[src/sfrs_pkg.sv]
package sfrs_pkg;

   // Clock and the slow tick that times every delay
   localparam int unsigned CLK_PERIOD_NS = 5;
   localparam int unsigned TICK_PERIOD_MS = 1;
   localparam int unsigned TICK_CYCLES =
      TICK_PERIOD_MS * 1000000 / CLK_PERIOD_NS;

   // Delays as printed and as a count of ticks (the request filter in ticks only), and the restart limit
   localparam int unsigned RETRY_OFF_S = 10;
   localparam int unsigned RETRY_OFF_TICKS =
      RETRY_OFF_S * 1000 / TICK_PERIOD_MS;
   localparam int unsigned HICCUP_OFF_S = 1;
   localparam int unsigned HICCUP_OFF_TICKS =
      HICCUP_OFF_S * 1000 / TICK_PERIOD_MS;
   localparam int unsigned STATIC_OC_BLANK_MS = 20;
   localparam int unsigned STATIC_OC_BLANK_TICKS =
      STATIC_OC_BLANK_MS / TICK_PERIOD_MS;
   localparam int unsigned SHORT_LATCH_MS = 10;
   localparam int unsigned SHORT_LATCH_TICKS =
      SHORT_LATCH_MS / TICK_PERIOD_MS;
   localparam int unsigned SETTLE_MS = 10;
   localparam int unsigned SETTLE_TICKS = SETTLE_MS / TICK_PERIOD_MS;
   localparam int unsigned REQ_STABLE_TICKS = 2;
   localparam int unsigned RETRY_LIMIT = 5;

   // Counter widths
   localparam int unsigned DIV_W = 18;
   localparam int unsigned TIMER_W = 14;
   localparam int unsigned RETRY_W = 3;
   localparam int unsigned BLANK_W = 5;
   localparam int unsigned REQ_W = 2;

   // Positions in the synchronised flag vector
   localparam int unsigned IN_INPUT_OK = 0;
   localparam int unsigned IN_REQ_N = 1;
   localparam int unsigned IN_M_OV = 2;
   localparam int unsigned IN_M_UV = 3;
   localparam int unsigned IN_M_DEV = 4;
   localparam int unsigned IN_M_OC_NOM = 5;
   localparam int unsigned IN_M_OC_DER = 6;
   localparam int unsigned IN_AMB_HOT = 7;
   localparam int unsigned IN_M_OL = 8;
   localparam int unsigned IN_M_SHORT = 9;
   localparam int unsigned IN_SB_OV = 10;
   localparam int unsigned IN_SB_UV = 11;
   localparam int unsigned IN_SB_DEV = 12;
   localparam int unsigned IN_SB_OC = 13;
   localparam int unsigned IN_OT_LO = 14;
   localparam int unsigned IN_W = 18;

   typedef enum logic [3:0] {
      SFRS_ON     = 4'h1,
      SFRS_RETRY  = 4'h2,
      SFRS_HICCUP = 4'h4,
      SFRS_LATCH  = 4'h8
   } sfrs_state_t;

endpackage

[src/sfrs_chan.sv]
`timescale 1ns/1ps
module sfrs_chan #(
   parameter int unsigned OFF_TICKS = sfrs_pkg::RETRY_OFF_TICKS,
   parameter int unsigned HICCUP_TICKS = sfrs_pkg::HICCUP_OFF_TICKS,
   parameter int unsigned RETRY_MAX = sfrs_pkg::RETRY_LIMIT,
   parameter int unsigned SETTLE = sfrs_pkg::SETTLE_TICKS
) (
   input wire logic clk,
   input wire logic rst,
   input wire logic tick,
   input wire logic clear,
   input wire logic allow,
   input wire logic fault,
   input wire logic uv,
   input wire logic hiccup,
   output logic on,
   output logic settled,
   output logic latched,
   output logic [sfrs_pkg::RETRY_W-1:0] retries
);
   localparam int unsigned TW = sfrs_pkg::TIMER_W;

   if (OFF_TICKS < 1 || OFF_TICKS >= 2**TW || HICCUP_TICKS < 1 ||
       HICCUP_TICKS >= 2**TW || SETTLE >= 2**TW ||
       RETRY_MAX >= 2**sfrs_pkg::RETRY_W) begin : g_bad
      $error("sfrs_chan: parameter out of range");
   end

   sfrs_pkg::sfrs_state_t state, next_state;
   logic [TW-1:0] timer, next_timer;
   logic [sfrs_pkg::RETRY_W-1:0] next_retries;

   assign on = (state == sfrs_pkg::SFRS_ON);
   assign settled = on && (timer == TW'(SETTLE));
   assign latched = (state == sfrs_pkg::SFRS_LATCH);

   always_comb begin
      next_state = state;
      next_timer = timer;
      next_retries = retries;
      if (clear) begin
         next_state = sfrs_pkg::SFRS_ON;
         next_timer = '0;
         next_retries = '0;
      end else begin
         unique case (state)
            sfrs_pkg::SFRS_ON: begin
               if (!allow) begin
                  next_timer = '0;
               end else if (fault || (uv && settled)) begin
                  next_timer = '0;
                  if (retries == RETRY_W_MAX()) begin
                     next_state = sfrs_pkg::SFRS_LATCH;
                  end else begin
                     next_state = sfrs_pkg::SFRS_RETRY;
                  end
               end else if (hiccup) begin
                  next_state = sfrs_pkg::SFRS_HICCUP;
                  next_timer = '0;
               end else if (tick && timer != TW'(SETTLE)) begin
                  next_timer = timer + 1'h1;
               end
            end
            sfrs_pkg::SFRS_RETRY: begin
               if (tick) begin
                  next_timer = timer + 1'h1;
                  if (timer + 1'h1 >= TW'(OFF_TICKS)) begin
                     next_state = sfrs_pkg::SFRS_ON;
                     next_timer = '0;
                     next_retries = retries + 1'h1;
                  end
               end
            end
            sfrs_pkg::SFRS_HICCUP: begin
               // Hiccup restarts are not counted toward the latch
               if (tick) begin
                  next_timer = timer + 1'h1;
                  if (timer + 1'h1 >= TW'(HICCUP_TICKS)) begin
                     next_state = sfrs_pkg::SFRS_ON;
                     next_timer = '0;
                  end
               end
            end
            sfrs_pkg::SFRS_LATCH: begin
               next_state = sfrs_pkg::SFRS_LATCH;
            end
            default: begin
               next_state = sfrs_pkg::SFRS_LATCH;
            end
         endcase
      end
   end

   function automatic logic [sfrs_pkg::RETRY_W-1:0] RETRY_W_MAX();
      RETRY_W_MAX = sfrs_pkg::RETRY_W'(RETRY_MAX);
   endfunction

   always_ff @(posedge clk or posedge rst) begin
      if (rst) begin
         state <= sfrs_pkg::SFRS_ON;
         timer <= '0;
         retries <= '0;
      end else begin
         state <= next_state;
         timer <= next_timer;
         retries <= next_retries;
      end
   end

   a_latch_count: assert property (@(posedge clk) disable iff (rst)
      $rose(latched) |-> retries == RETRY_W_MAX())
      else $error("latched before the restart budget was used");
   a_hiccup_free: assert property (@(posedge clk) disable iff (rst)
      (state == sfrs_pkg::SFRS_HICCUP && !clear) |=>
         retries == $past(retries))
      else $error("hiccup restart changed the retry count");
   c_hiccup: cover property (@(posedge clk) disable iff (rst)
      state == sfrs_pkg::SFRS_HICCUP ##1 state == sfrs_pkg::SFRS_ON);

endmodule // sfrs_chan

[src/sfrs_top.sv]
`timescale 1ns/1ps
module sfrs_top #(
   parameter int unsigned TICK_CYCLES = sfrs_pkg::TICK_CYCLES,
   parameter int unsigned RETRY_OFF_TICKS = sfrs_pkg::RETRY_OFF_TICKS,
   parameter int unsigned HICCUP_OFF_TICKS = sfrs_pkg::HICCUP_OFF_TICKS
) (
   input wire logic clk,
   input wire logic rst,
   input wire logic input_power_ok,
   input wire logic power_on_request_n,
   input wire logic main_ov,
   input wire logic main_uv,
   input wire logic main_deviation,
   input wire logic main_over_static_limit,
   input wire logic main_over_derated_limit,
   input wire logic ambient_above_45c,
   input wire logic main_at_overload_limit,
   input wire logic main_short,
   input wire logic standby_ov,
   input wire logic standby_uv,
   input wire logic standby_deviation,
   input wire logic standby_at_current_limit,
   input wire logic [3:0] over_temperature,
   output logic main_enable,
   output logic standby_enable,
   output logic main_voltage_foldback,
   output logic power_good_n,
   output logic alert_n,
   output logic status_fault_lamp
);
   if (TICK_CYCLES < 2 || TICK_CYCLES >= 2**sfrs_pkg::DIV_W)
   begin : g_bad
      $error("sfrs_top: TICK_CYCLES out of range");
   end

   // Two-stage synchroniser; only s_in is read by logic
   logic [sfrs_pkg::IN_W-1:0] raw, sync_a, s_in;
   assign raw = {over_temperature, standby_at_current_limit,
                 standby_deviation, standby_uv, standby_ov, main_short,
                 main_at_overload_limit, ambient_above_45c,
                 main_over_derated_limit, main_over_static_limit,
                 main_deviation, main_uv, main_ov, power_on_request_n,
                 input_power_ok};
   always_ff @(posedge clk or posedge rst) begin
      if (rst) begin
         sync_a <= '0;
         s_in <= '0;
      end else begin
         sync_a <= raw;
         s_in <= sync_a;
      end
   end

   logic in_ok, s_m_ov, s_m_uv, s_m_dev, s_m_ol, s_m_short, s_sb_ov;
   logic s_sb_uv, s_sb_dev, s_sb_oc, ot_any, m_oc;
   assign in_ok = s_in[sfrs_pkg::IN_INPUT_OK];
   assign s_m_ov = s_in[sfrs_pkg::IN_M_OV];
   assign s_m_uv = s_in[sfrs_pkg::IN_M_UV];
   assign s_m_dev = s_in[sfrs_pkg::IN_M_DEV];
   assign s_m_ol = s_in[sfrs_pkg::IN_M_OL];
   assign s_m_short = s_in[sfrs_pkg::IN_M_SHORT];
   assign s_sb_ov = s_in[sfrs_pkg::IN_SB_OV];
   assign s_sb_uv = s_in[sfrs_pkg::IN_SB_UV];
   assign s_sb_dev = s_in[sfrs_pkg::IN_SB_DEV];
   assign s_sb_oc = s_in[sfrs_pkg::IN_SB_OC];
   assign ot_any = |s_in[sfrs_pkg::IN_OT_LO +: 4];
   // Hot inlet selects the lower, derated comparator
   assign m_oc = s_in[sfrs_pkg::IN_AMB_HOT] ?
                 s_in[sfrs_pkg::IN_M_OC_DER] :
                 s_in[sfrs_pkg::IN_M_OC_NOM];

   // Millisecond tick divider
   logic [sfrs_pkg::DIV_W-1:0] div, next_div;
   logic tick, next_tick;
   always_comb begin
      next_tick = (div == sfrs_pkg::DIV_W'(TICK_CYCLES - 1));
      next_div = next_tick ? '0 : div + 1'h1;
   end
   always_ff @(posedge clk or posedge rst) begin
      if (rst) begin
         div <= '0;
         tick <= 1'h0;
      end else begin
         div <= next_div;
         tick <= next_tick;
      end
   end

   // Request filter: a level counts only after two stable ticks
   logic req_n_filt, next_req_n_filt, clear_req;
   logic [sfrs_pkg::REQ_W-1:0] req_cnt, next_req_cnt;
   always_comb begin
      next_req_n_filt = req_n_filt;
      next_req_cnt = req_cnt;
      if (s_in[sfrs_pkg::IN_REQ_N] == req_n_filt) begin
         next_req_cnt = '0;
      end else if (tick) begin
         next_req_cnt = req_cnt + 1'h1;
         if (req_cnt + 1'h1 >=
             sfrs_pkg::REQ_W'(sfrs_pkg::REQ_STABLE_TICKS)) begin
            next_req_n_filt = s_in[sfrs_pkg::IN_REQ_N];
            next_req_cnt = '0;
         end
      end
   end
   // Clearing on reassertion means a toggle that passes the filter ends in a fresh start
   assign clear_req = req_n_filt && !next_req_n_filt;
   always_ff @(posedge clk or posedge rst) begin
      if (rst) begin
         req_n_filt <= 1'h1;
         req_cnt <= '0;
      end else begin
         req_n_filt <= next_req_n_filt;
         req_cnt <= next_req_cnt;
      end
   end

   // Main current blanking and short-circuit timers
   logic m_on, m_settled, m_latched, sb_on, sb_settled, sb_latched;
   logic [sfrs_pkg::RETRY_W-1:0] m_retries, sb_retries;
   logic [sfrs_pkg::BLANK_W-1:0] oc_cnt, next_oc_cnt, sc_cnt, next_sc_cnt;
   logic oc_trip, sc_trip, main_allow, clear;
   assign main_allow = in_ok && !req_n_filt;
   assign clear = !in_ok || clear_req;
   assign oc_trip =
      oc_cnt > sfrs_pkg::BLANK_W'(sfrs_pkg::STATIC_OC_BLANK_TICKS);
   assign sc_trip =
      sc_cnt >= sfrs_pkg::BLANK_W'(sfrs_pkg::SHORT_LATCH_TICKS);
   always_comb begin
      next_oc_cnt = '0;
      next_sc_cnt = '0;
      if (m_on && main_allow && m_oc) begin
         // Slow or brief overload rides through the blanking window
         next_oc_cnt = (tick && !oc_trip) ? oc_cnt + 1'h1 : oc_cnt;
      end
      if (m_on && main_allow && s_m_short) begin
         next_sc_cnt = (tick && !sc_trip) ? sc_cnt + 1'h1 : sc_cnt;
      end
   end
   always_ff @(posedge clk or posedge rst) begin
      if (rst) begin
         oc_cnt <= '0;
         sc_cnt <= '0;
      end else begin
         oc_cnt <= next_oc_cnt;
         sc_cnt <= next_sc_cnt;
      end
   end

   // One sequencer per output keeps faults local
   sfrs_chan #(
      .OFF_TICKS(RETRY_OFF_TICKS),
      .HICCUP_TICKS(HICCUP_OFF_TICKS),
      .RETRY_MAX(sfrs_pkg::RETRY_LIMIT),
      .SETTLE(sfrs_pkg::SETTLE_TICKS)
   ) u_main (
      .clk(clk),
      .rst(rst),
      .tick(tick),
      .clear(clear),
      .allow(main_allow),
      .fault(s_m_ov || ot_any || oc_trip || sc_trip),
      .uv(s_m_uv),
      .hiccup(1'h0),
      .on(m_on),
      .settled(m_settled),
      .latched(m_latched),
      .retries(m_retries)
   );

   sfrs_chan #(
      .OFF_TICKS(RETRY_OFF_TICKS),
      .HICCUP_TICKS(HICCUP_OFF_TICKS),
      .RETRY_MAX(sfrs_pkg::RETRY_LIMIT),
      .SETTLE(sfrs_pkg::SETTLE_TICKS)
   ) u_standby (
      .clk(clk),
      .rst(rst),
      .tick(tick),
      .clear(clear),
      .allow(in_ok),
      .fault(s_sb_ov || ot_any),
      .uv(s_sb_uv),
      .hiccup(s_sb_oc),
      .on(sb_on),
      .settled(sb_settled),
      .latched(sb_latched),
      .retries(sb_retries)
   );

   // Registered pin outputs
   logic next_m_en, next_sb_en, next_fold, next_pg_n, next_alert_n;
   logic next_lamp, dev_any;
   always_comb begin
      next_m_en = m_on && main_allow;
      next_sb_en = sb_on && in_ok;
      next_fold = next_m_en && s_m_ol;
      dev_any = (next_m_en && s_m_dev) || (next_sb_en && s_sb_dev);
      next_pg_n = !(next_m_en && next_sb_en && m_settled && sb_settled &&
                    !dev_any);
      next_lamp = dev_any || m_latched || sb_latched ||
                  (main_allow && !m_on) || (in_ok && !sb_on);
      next_alert_n = !(next_lamp || next_fold || ot_any);
   end
   always_ff @(posedge clk or posedge rst) begin
      if (rst) begin
         main_enable <= 1'h0;
         standby_enable <= 1'h0;
         main_voltage_foldback <= 1'h0;
         power_good_n <= 1'h1;
         alert_n <= 1'h1;
         status_fault_lamp <= 1'h0;
      end else begin
         main_enable <= next_m_en;
         standby_enable <= next_sb_en;
         main_voltage_foldback <= next_fold;
         power_good_n <= next_pg_n;
         alert_n <= next_alert_n;
         status_fault_lamp <= next_lamp;
      end
   end

   a_ov_main_off: assert property (@(posedge clk) disable iff (rst)
      (s_m_ov && m_on) |-> ##[1:2] !main_enable)
      else $error("main stayed on after overvoltage");
   a_pg_dev_high: assert property (@(posedge clk) disable iff (rst)
      (s_sb_dev && sb_on && in_ok) |=> power_good_n)
      else $error("power good asserted during deviation");
   a_pg_needs_both: assert property (@(posedge clk) disable iff (rst)
      !power_good_n |-> (main_enable && standby_enable))
      else $error("power good without both outputs on");
   a_alert_fault: assert property (@(posedge clk) disable iff (rst)
      (ot_any || m_latched) |=> !alert_n)
      else $error("alert released in failure");
   a_fold_follow: assert property (@(posedge clk) disable iff (rst)
      (next_m_en && s_m_ol) |=> main_voltage_foldback ##0
      main_enable)
      else $error("no foldback at overload limit");
   a_sb_hiccup_off: assert property (@(posedge clk) disable iff (rst)
      (s_sb_oc && sb_on && in_ok) |-> ##[1:2] !standby_enable)
      else $error("standby not cut on overcurrent");
   a_clear_counts: assert property (@(posedge clk) disable iff (rst)
      clear |=> (m_retries == '0 && sb_retries == '0))
      else $error("clear left a retry count");
   a_oc_blanking: assert property (@(posedge clk) disable iff (rst)
      (oc_cnt == sfrs_pkg::BLANK_W'(sfrs_pkg::STATIC_OC_BLANK_TICKS) &&
       m_oc && m_on && main_allow && tick)
      |=> oc_trip)
      else $error("static overcurrent not tripped after blanking");
   a_isolated_fault: assert property (@(posedge clk) disable iff (rst)
      (s_m_ov && m_on && main_allow && !ot_any && sb_on && in_ok &&
       !s_sb_ov && !s_sb_oc && !clear) |=> sb_on)
      else $error("main fault disturbed standby");

   c_main_latch: cover property (@(posedge clk) disable iff (rst)
      $rose(m_latched));
   c_request_clear: cover property (@(posedge clk) disable iff (rst)
      clear_req && m_latched);
   c_foldback: cover property (@(posedge clk) disable iff (rst)
      $rose(main_voltage_foldback));

endmodule // sfrs_top

[config.mk]
export PLATFORM = sky130hd
export DESIGN_NAME = sfrs_top
export DESIGN_NICKNAME = d
export VERILOG_FILES = /design/src/sfrs_pkg.sv /design/src/sfrs_chan.sv /design/src/sfrs_top.sv
export SDC_FILE = /design/constraint.sdc
export NUM_CORES = 1
export LEC_CHECK = 0
export CORE_MARGIN = 2
export CORE_UTILIZATION = 55
export DETAILED_ROUTE_END_ITERATION = 10
export DONT_BUFFER_PORTS = 1
export PLACE_DENSITY = 0.81
export SETUP_SLACK_MARGIN = 0.15
export SLEW_MARGIN = 20
export SYNTH_ARGS = -nofsm -noshare
export SYNTH_HDL_FRONTEND = slang
export SYNTH_SLANG_ARGS = --single-unit
[constraint.sdc]
create_clock -name clk -period 4.48 [get_ports clk]
set_clock_uncertainty 0.1 [all_clocks]
set_input_delay 0.896 -clock clk [delete_from_list [all_inputs] [get_ports clk]]
set_output_delay 0.896 -clock clk [all_outputs]
set_load 0.05 [all_outputs]
==> impl_metrics.csv, run 1 <==
group,metric,value,unit
clock_network,clk_pin_slew,0.06,ns
place,placed_cells,663,
global_routing,grt_pass1_vias,3936,
floorplanning,die_h,105,um
setup_path,crit_path_end_kind,"flip-flop",
global_routing,antenna_found_initial,0,
synth,yosys-top-cells-area,"dfrtp_1 49%, nor2_1 3.5%, nand2_1 3.5%, ha_1 3.1%, xor2_1 2.6%",
setup_path,critPathArrivalTime,3.56,ns
clock_network,insertion_delay,0.52,ns
synth,ys_types,67,
layout,syn_to_final_growth,11.7,%
routing,drtPass1Iterations,5,
synth,synth_top_area_frac,0.488,
clock_network,cts_buffers,17,
synth,ys.flop_type,"dfrtp_1",
routing,drc,0,
sta,max_freq,308,MHz
global_routing,track_usage,0.214,
floorplanning,start_util,0.572,
routing,routed_wl,11100,um
synth,yosys.area_share.adder,0.0311,
synth,synth_edf_count,0,
synth,yosysTopAreaCell,"dfrtp_1",
sta,relSlewSlack,0.514,
synth,synth_xor_area_frac,0.0481,
layout,instances_no_fill,695,
layout,nets,583,
layout,drive_gt1_frac,0.114,
sta,max_slew.worst_pin.slew,0.727,ns
place,hpwl,7620,um
synth,synth_cells,550,
power_and_ir_drop,clock_power_share,0.523,
setup_path,worstPathRequired,4.79,ns
clock_network,cts_buffer_depth,2,
sta,finalCritPeriodShare,0.725,
synth,synth_top_family_by_area,"simple AND/OR/NAND/NOR gates",
clock_network,htreeDepth,4,
place,dpl_worst_slack,1.28,ns
synth,netlist_area,5640,um^2
layout,diodes,0,
global_routing,grt-ovfl-total,0,
sta,drv_slew,0,
floorplanning,fp.dieW,105,um
power_and_ir_drop,internal_power,1900,uW
synth,syn_nets,584,
clock_network,post_cts_buffers,0,
routing,wl_per_cell,15.9,um
clock_network,cts_root_buf,"clkbuf_8",
power_and_ir_drop,sw_frac_of_total,0.244,
layout,register_area,2880,um^2
global_routing,grt_max_degree,52,
clock_network,tritoncts,"built",
floorplanning,core,9860,um^2
floorplanning,dieArea,11100,um^2
synth,yosysWarnings,0,
place,gp_congestion,0.887,
run,maxCapViolCount,0,
clock_network,cts_resized,0,
routing,vias,4111,
place,io_buffers,0,
power_and_ir_drop,ir_drop,0.000363,V
power_and_ir_drop,p_per_area,400,nW/um^2
power_and_ir_drop,leakage,0.00272,uW
clock_network,cts_sinks,115,
global_routing,grt_pass1_wl,18700,um
sta,period_needed,3.25,ns
sta,setup_viol,0,
setup_path,r2r_start,"u_standby.timer[0]",
hold_path,hp-class,"in2async",
synth,async_flop_share,1.00,
sta,hold_viol_final,0,
routing,drt_iter0_drc,279,
synth,synth_seq_cells,115,
sta,worst_slack,1.23,ns
clock_network,cts_hold_buf,0,
synth,synth.avg_cell_area,10.3,um^2
routing,drtAntennaViolNets,0,
power_and_ir_drop,p_sw,614,uW
setup_path,start_kind,"flip-flop",
floorplanning,io_pins,26,
layout,fillerInstances,719,
synth,seq_area_frac_synth,0.511,
setup_path,crit_start,"u_standby.timer[0]",
layout,multi_input_area,2530,um^2
setup_path,worst-path-max-fanout,12,
routing,viasPerCell,5.92,
floorplanning,num_rows,36,
power_and_ir_drop,pwr-share-comb,0.041,
sta,fin_setup_tns,0,ns
setup_path,path_class,"reg2reg",
power_and_ir_drop,p_seq_frac,0.436,
synth,synthMuxAreaShare,0.0166,
status,status,"completed",
sta,rsz0062_at_grt,"false",
synth,synth_compound_area_frac,0.132,
synth,yosys.area_share.simple,0.221,
==> kinds of logic after synthesis <==
logic type,Yosys count
and+or+nand+nor,230
DFF,115
AOI/OAI and AO/OA,103
buffers and inverters,48
xor gates and xnor gates,31
adders and majority gates,14
muxes,9
==> area by class of cell <==
type                    instances  area share
flip-flops and latches        115       0.458
inverters                      23      0.0141
well taps                     133      0.0264
clock buffers                  17      0.0658
clock inverters                15      0.0276
multi-input cells             387       0.402
repair buffers                  5     0.00596
==> state kept, by name, summed over array words and instances (netlist names), 2 cells and up <==
signal and flops:
u_main.timer 14, u_standby.state 4, sync_a 18, div 18, req_cnt 2, u_main.retries 3
sc_cnt 5, u_standby.retries 3, u_standby.timer 14, u_main.state 3, oc_cnt 5, s_in 18
==> synthesized netlist by cell type (all sizes together) (4+ instances only) <==
cell type / number
a21o: 5
a21oi: 20
a22o: 13
and2: 7
and3: 12
and4: 4
buf: 16
clkbuf: 9
dfrtp: 110
dfstp: 5
ha: 14
inv: 23
mux2i: 6
nand2: 52
nand2b: 4
nand3: 25
nand4: 14
nor2: 53
nor2b: 10
nor3: 17
nor3b: 5
o21ai: 27
o31ai: 5
or3: 8
xnor2: 14
xor2: 17
==> metrics by stage <==
| step | area [um^2] | total power (uW) | hold slack (ns) | utilization |
|---|---|---|---|---|
| detailed placement | 5710 | 1220 | 0.235 | 0.579 |
| CTS | 6300 | 2550 | 0.223 | 0.638 |
| global route | 6300 | 2620 | 0.259 | 0.638 |
| finish | 6300 | 2520 | 0.226 | 0.638 |
| floorplan | 5640 | 1190 | 0.231 | - |
| global placement | 5700 | 1210 | 0.234 | 0.578 |
==> cells in the final DEF (no fill, tap or decap), types with 3 or more instances in the layout <==
cell type and n:
or2_2 3, nand2_1 52, nor3_1 15, o31ai_1 5
mux2i_1 6, ha_1 14, nand2b_1 4, o21a_1 3
buf_4 5, or3_1 8, clkinv_4 6, xor2_1 17
dfrtp_1 110, nand4b_1 3, xnor2_1 14, nor2b_1 10
nand4_1 12, clkbuf_16 16, nor3b_1 4, nor2_1 53
o21ai_0 26, and3_1 11, mux2_2 3, inv_1 21
a21oi_1 20, dfstp_2 5, inv_6 3, and2_1 7
a22o_1 13, nand3_1 25, and4_1 4, a21o_1 5
==> critical path, stage by stage, from the launching register on <==
cell and delay (ns):
dfrtp_1 0.49, ha_1 0.32, nand3_1 0.27, nor3_1 0.31, xor2_1 0.18, nor3_1 0.20, nand3b_1 0.20, a221oi_4 0.61
inv_2 0.16, o311ai_1 0.28
==> power by group through the flow <==
stage          combinational (uW)  clock (uW)  sequential, uW
3_3_place_gp                 99.1           0            1110
3_5_place_dp                  103           0            1120
6_report                      102        1320            1100
2_1_floorplan                78.6           0            1110
5_1_grt                       117        1400            1100
4_1_cts                       104        1350            1100
==> path summary, 6_finish.rpt <==
path	to	slack, ns	depth (start not counted)
worst max register to register	u_standby.timer[8]	1.23	9
worst min-delay path	div[1]	0.23	1
worst max-delay path	u_standby.timer[8]	1.23	9
worst min register to register	s_in[7]	0.25	0
min in group clk	s_in[7]	0.25	0
max in group asynchronous	alert_n	3.14	2
==> layer usage <==
layer  vias to the layer above  part of all wire  global-route usage  routed length [um]
li1                       1954                 -                   -                   -
met5                         -                 0                   0                   0
met3                        22             0.045              0.0581                 498
met2                       128              0.49               0.334                5390
met1                      2007              0.44               0.280                4900
met4                         0             0.023              0.0952                 258
No activity file was read; power rests on OpenSTA's default activity.
==> run 2, diff against run 1 <==
- clock period: 4.48 -> 3.38 ns (I/O delays scaled with it)
==> run 2 against run 1 <==
  * Power grew 35%
  * Final area grew 1.3%
  * Global-route usage up 1.6 points
  * Wire length grew 3.7%
  * Critical path type unchanged
  * Critical endpoint is now u_main.timer[11]
  * Largest power group unchanged
==> impl_metrics.csv, run 2 (synthesized netlist as in run 1, its figures left out) <==
group,metric,value,unit
status,status,"completed",
setup_path,ff2ff_path_depth,11,
floorplanning,core,9860,um^2
global_routing,antenna_found_initial,0,
layout,drive_gt1_frac,0.127,
routing,vias,4168,
setup_path,worstReg2RegEnd,"u_main.timer[11]",
clock_network,clk_pin_slew,0.06,ns
layout,final_common_cell,"dfrtp_1",
setup_path,reg2reg_setup_slack,0.34,ns
layout,nets,591,
hold_path,hp-class,"in2reg",
place,placed_cells,669,
power_and_ir_drop,leakage,0.00277,uW
routing,drtAntennaViolNets,0,
clock_network,cts_root_buf,"clkbuf_8",
sta,finalCritPeriodShare,0.900,
layout,diodes,0,
floorplanning,fp.dieW,105,um
clock_network,cts_buffers,17,
sta,relSlewSlack,0.412,
layout,instances_no_fill,702,
place,dpl_worst_slack,0.227,ns
sta,worst_slack,0.338,ns
setup_path,crit_path_end_kind,"flip-flop",
global_routing,grt_max_degree,47,
routing,drc,0,
routing,routed_wl,11500,um
clock_network,insertion_delay,0.53,ns
clock_network,tritoncts,"built",
sta,rsz0062_at_grt,"false",
global_routing,track_usage,0.230,
layout,final_cell_mix,"110 x dfrtp_1, 52 x nand2_1, 52 x nor2_1, 26 x o21ai_0, 25 x nand3_1",
power_and_ir_drop,ir_drop,0.000443,V
clock_network,cts_sinks,115,
routing,drt_iter0_drc,296,
hold_path,min_to,"sync_a[14]",
sta,fin_setup_tns,0,ns
floorplanning,start_util,0.572,
sta,max_freq,329,MHz
setup_path,worst-path-max-fanout,14,
floorplanning,dieArea,11100,um^2
hold_path,hold_start,"over_temperature[0]",
setup_path,critPathArrivalTime,3.40,ns
global_routing,grt_pass1_vias,4040,
clock_network,cts_buffer_depth,2,
setup_path,r2r_start,"sc_cnt[0]",
global_routing,grt_pass1_wl,19700,um
place,gp_congestion,0.867,
place,io_buffers,0,
layout,reg_top3,"div: 18 flops, s_in: 18 flops, sync_a: 18 flops",
global_routing,grt-ovfl-total,0,
setup_path,worstPathRequired,3.74,ns
power_and_ir_drop,p_per_area,532,nW/um^2
hold_path,min_path_cells,0,
setup_path,start_kind,"flip-flop",
run,maxCapViolCount,0,
setup_path,path_class,"reg2reg",
routing,drtPass1Iterations,7,
clock_network,htreeDepth,4,
sta,hold_viol_final,0,
floorplanning,die_h,105,um
sta,period_needed,3.04,ns
sta,drv_slew,0,
sta,setup_viol,0,
place,hpwl,7790,um
routing,wl_per_cell,16.3,um
layout,syn_to_final_growth,13.1,%
sta,max_slew.worst_pin.slew,0.880,ns
floorplanning,num_rows,36,
routing,viasPerCell,5.94,
floorplanning,io_pins,26,
[run 2: cell types whose count changed in the layout (fill, tap and decap cells not counted), sizes merged]
cell | previous run | this run
buf | 5 | 13
inv | 28 | 23
clkbuf | 17 | 19
bufinv | 2 | 3
clkinvlp | 1 | 2
[run 2: cell type report]
type	count	area, um^2
clock buffer	19	442
clock inverter	12	156
fill	723	3480
inverter	23	90.1
multi-input combinational	387	2530
sequential	115	2880
tap	133	166
timing repair buffer	13	110
[run 2: repair_timing]
item	in CTS	in global routing
endpoints found under the setup margin	1	10
gates resized for setup	0	2
setup buffers	2	0
gates cloned	0	0
hold buffers	0	0
pin swaps	1	0
[run 2: critical path, stage by stage (launching register included)]
cell and delay (ns):
dfrtp_1 0.40, inv_1 0.06, ha_1 0.18, or3_1 0.36, a21oi_1 0.19, nand4b_1 0.16, a2111oi_0 0.45, a21oi_1 0.07
a21o_1 0.37, nor2_2 0.23, buf_4 0.21, a22o_1 0.17
[run 2: through the flow]
step	util	hold WS [ns]	instance area, um^2	total power [uW]
floorplan	-	0.231	5640	1580
global placement	0.584	0.232	5760	1620
detailed placement	0.584	0.236	5760	1620
CTS	0.646	0.0504	6380	3420
global route	0.647	0.0374	6380	3520
finish	0.647	0.0726	6380	3390
[run 2: worst max path at each step]
stage	start	to	slack, ns	depth (start not counted)
2_1_floorplan	u_standby.timer[0]	u_standby.timer[7]	0.81	11
3_3_place_gp	u_standby.timer[0]	u_standby.timer[9]	0.41	9
3_5_place_dp	u_standby.timer[1]	u_standby.timer[8]	0.23	9
4_1_cts	sc_cnt[0]	u_main.timer[11]	0.35	11
5_1_grt	u_main.timer[0]	u_main.timer[11]	0.15	9
6_report	sc_cnt[0]	u_main.timer[11]	0.34	11
[run 2: routing by layer]
metal,vias to the layer above,GRT usage,share of wire
met4,0,0.0705,0.0098
met3,14,0.0785,0.057
met1,2051,0.296,0.44
met5,-,0,0
li1,1966,-,-
met2,137,0.368,0.50
[run 2: power by group]
part           internal, uW  switching, uW  total [uW]
sequential             1420           40.7        1460
combinational          45.8            100         146
clock                  1160            631        1790
==> run 3, diff against run 2 <==
- CORE_UTILIZATION: 55 -> 44
- PLACE_DENSITY: 0.81 -> 0.7
==> run 3 against run 2 <==
  * Clock-buffer cell count is 1 lower
  * Die area is 24% higher
  * Worst hold slack better by 0.11 ns
  * Register-to-register slack hardly changed
  * Maximum frequency is 0.26% higher
  * Power is 1.1% higher
  * Sequential share of layout area is 0.58 points lower
  * Non-clock buffer count stayed put
==> impl_metrics.csv, run 3 (synthesized netlist as in run 1, its figures left out) <==
group,metric,value,unit
routing,routed_wl,11300,um
clock_network,cts_root_buf,"clkbuf_16",
global_routing,grt_max_degree,44,
setup_path,r2r_start,"u_standby.timer[0]",
layout,syn_to_final_growth,14.6,%
clock_network,cts_hold_buf,0,
layout,final_common_cell,"dfrtp_1",
routing,drt_iter0_drc,379,
setup_path,ff2ff_path_depth,10,
clock_network,htreeDepth,4,
routing,wl_per_cell,15.2,um
sta,rsz0062_at_grt,"false",
clock_network,cts_buffer_depth,2,
place,gp_congestion,0.861,
layout,reg_top3,"div: 18 flops, s_in: 18 flops, sync_a: 18 flops",
routing,drtAntennaViolNets,0,
routing,vias,4133,
floorplanning,core,12600,um^2
status,status,"completed",
global_routing,grt_pass1_vias,3985,
sta,max_slew.worst_pin.slew,0.850,ns
clock_network,tritoncts,"built",
power_and_ir_drop,sw_frac_of_total,0.244,
setup_path,start_kind,"flip-flop",
power_and_ir_drop,leakage,0.00278,uW
clock_network,cts_sinks,115,
setup_path,reg2reg_setup_slack,0.35,ns
setup_path,path_class,"reg2reg",
sta,worst_slack,0.346,ns
place,hpwl,7560,um
sta,drv_slew,0,
layout,drive_gt1_frac,0.130,
power_and_ir_drop,pwr-share-comb,0.043,
layout,finalInstanceArea,6460,um^2
hold_path,hp-class,"in2reg",
power_and_ir_drop,p_sw,838,uW
clock_network,clk_pin_slew,0.06,ns
floorplanning,start_util,0.449,
sta,relSlewSlack,0.432,
floorplanning,num_rows,41,
routing,viasPerCell,5.57,
clock_network,cts_buffers,17,
power_and_ir_drop,ir_drop,0.000501,V
setup_path,worstPathRequired,3.64,ns
sta,finalCritPeriodShare,0.898,
run,maxCapViolCount,0,
sta,holdWs,0.181,ns
sta,hold_viol_final,0,
setup_path,crit_path_end_kind,"flip-flop",
place,placed_area,5820,um^2
sta,period_needed,3.03,ns
global_routing,grt_pass1_wl,19300,um
global_routing,grt-ovfl-total,0,
routing,drtPass1Iterations,5,
setup_path,critPathArrivalTime,3.29,ns
setup_path,worstReg2RegEnd,"u_standby.timer[7]",
sta,setup_viol,0,
floorplanning,dieArea,13700,um^2
clock_network,insertion_delay,0.42,ns
layout,fillerInstances,1089,
floorplanning,die_h,117,um
sta,fin_setup_tns,0,ns
sta,max_freq,330,MHz
floorplanning,io_pins,26,
layout,diodes,0,
global_routing,antenna_found_initial,0,
routing,drc,0,
layout,final_cell_mix,"110 x dfrtp_1, 53 x nor2_1, 52 x nand2_1, 26 x o21ai_0, 25 x nand3_1",
power_and_ir_drop,internal_power,2590,uW
setup_path,crit_end,"u_standby.timer[7]",
layout,nets,591,
place,io_buffers,0,
power_and_ir_drop,clock_power_share,0.533,
power_and_ir_drop,p_seq_frac,0.424,
global_routing,track_usage,0.183,
place,dpl_worst_slack,0.260,ns
power_and_ir_drop,p_per_area,531,nW/um^2
setup_path,worst-path-max-fanout,8,
setup_path,crit_start,"u_standby.timer[0]",
floorplanning,fp.dieW,117,um
run 3: cell types whose count changed in the layout (fill, tap and decap cells not counted), moves of 2 or more:
cell,delta
inv_6,+5
clkbuf_8,-2
clkinv_2,-3
inv_8,+2
run 3: critical path, cell delays in order, from the launching register on:
cell and delay [ns]:
dfrtp_1 0.49, ha_1 0.33, and3_1 0.35, mux2i_1 0.21, mux2i_1 0.12, nor3_1 0.20
nand3b_1 0.22, a221oi_4 0.49, buf_4 0.21, a21boi_1 0.16, a21o_1 0.10
run 3: power groups by stage:
stage | clock, uW | sequential, uW | combinational [uW]
finish | 1830 | 1450 | 147
global route | 1940 | 1460 | 167
CTS | 1870 | 1450 | 146
detailed placement | 0 | 1480 | 145
global placement | 0 | 1480 | 141
floorplan | 0 | 1470 | 105
run 3: through the flow:
stage	cells	power [uW]	util
CTS	739	3470	0.511
global route	742	3570	0.514
floorplan	550	1580	-
global placement	707	1620	0.463
finish	742	3430	0.514
detailed placement	707	1620	0.463
run 3: metal layers:
metal,wire length [um],GRT usage
met5,0,0
met4,112,0.0643
met3,652,0.0618
met2,5250,0.271
met1,5250,0.252
run 3: worst min path at each step:
| stage | from | end | slack, ns | cells after the start |
|---|---|---|---|---|
| final | standby_deviation | sync_a[12] | 0.18 | 0 |
| after global routing | standby_deviation | sync_a[12] | 0.15 | 0 |
| after CTS | standby_deviation | sync_a[12] | 0.16 | 0 |
| after detailed placement | sync_a[5] | s_in[5] | 0.23 | 0 |
| after global placement | sync_a[15] | s_in[15] | 0.23 | 0 |
| after floorplan | sync_a[0] | s_in[0] | 0.23 | 0 |
run 3: cell type report:
type,count,area [um^2],area share
clock buffers,18,439,0.0680
well taps,172,215,0.0333
flip-flops and latches,115,2880,0.446
multi-input cells,387,2540,0.393
inverters,23,90.1,0.0139
repair buffers,13,123,0.0190
clock inverters,14,169,0.0261
run 3: what timing repair did:
item	in CTS	in global routing
buffers inserted	0	3
resized for setup	0	4
endpoints found under the setup margin	0	21
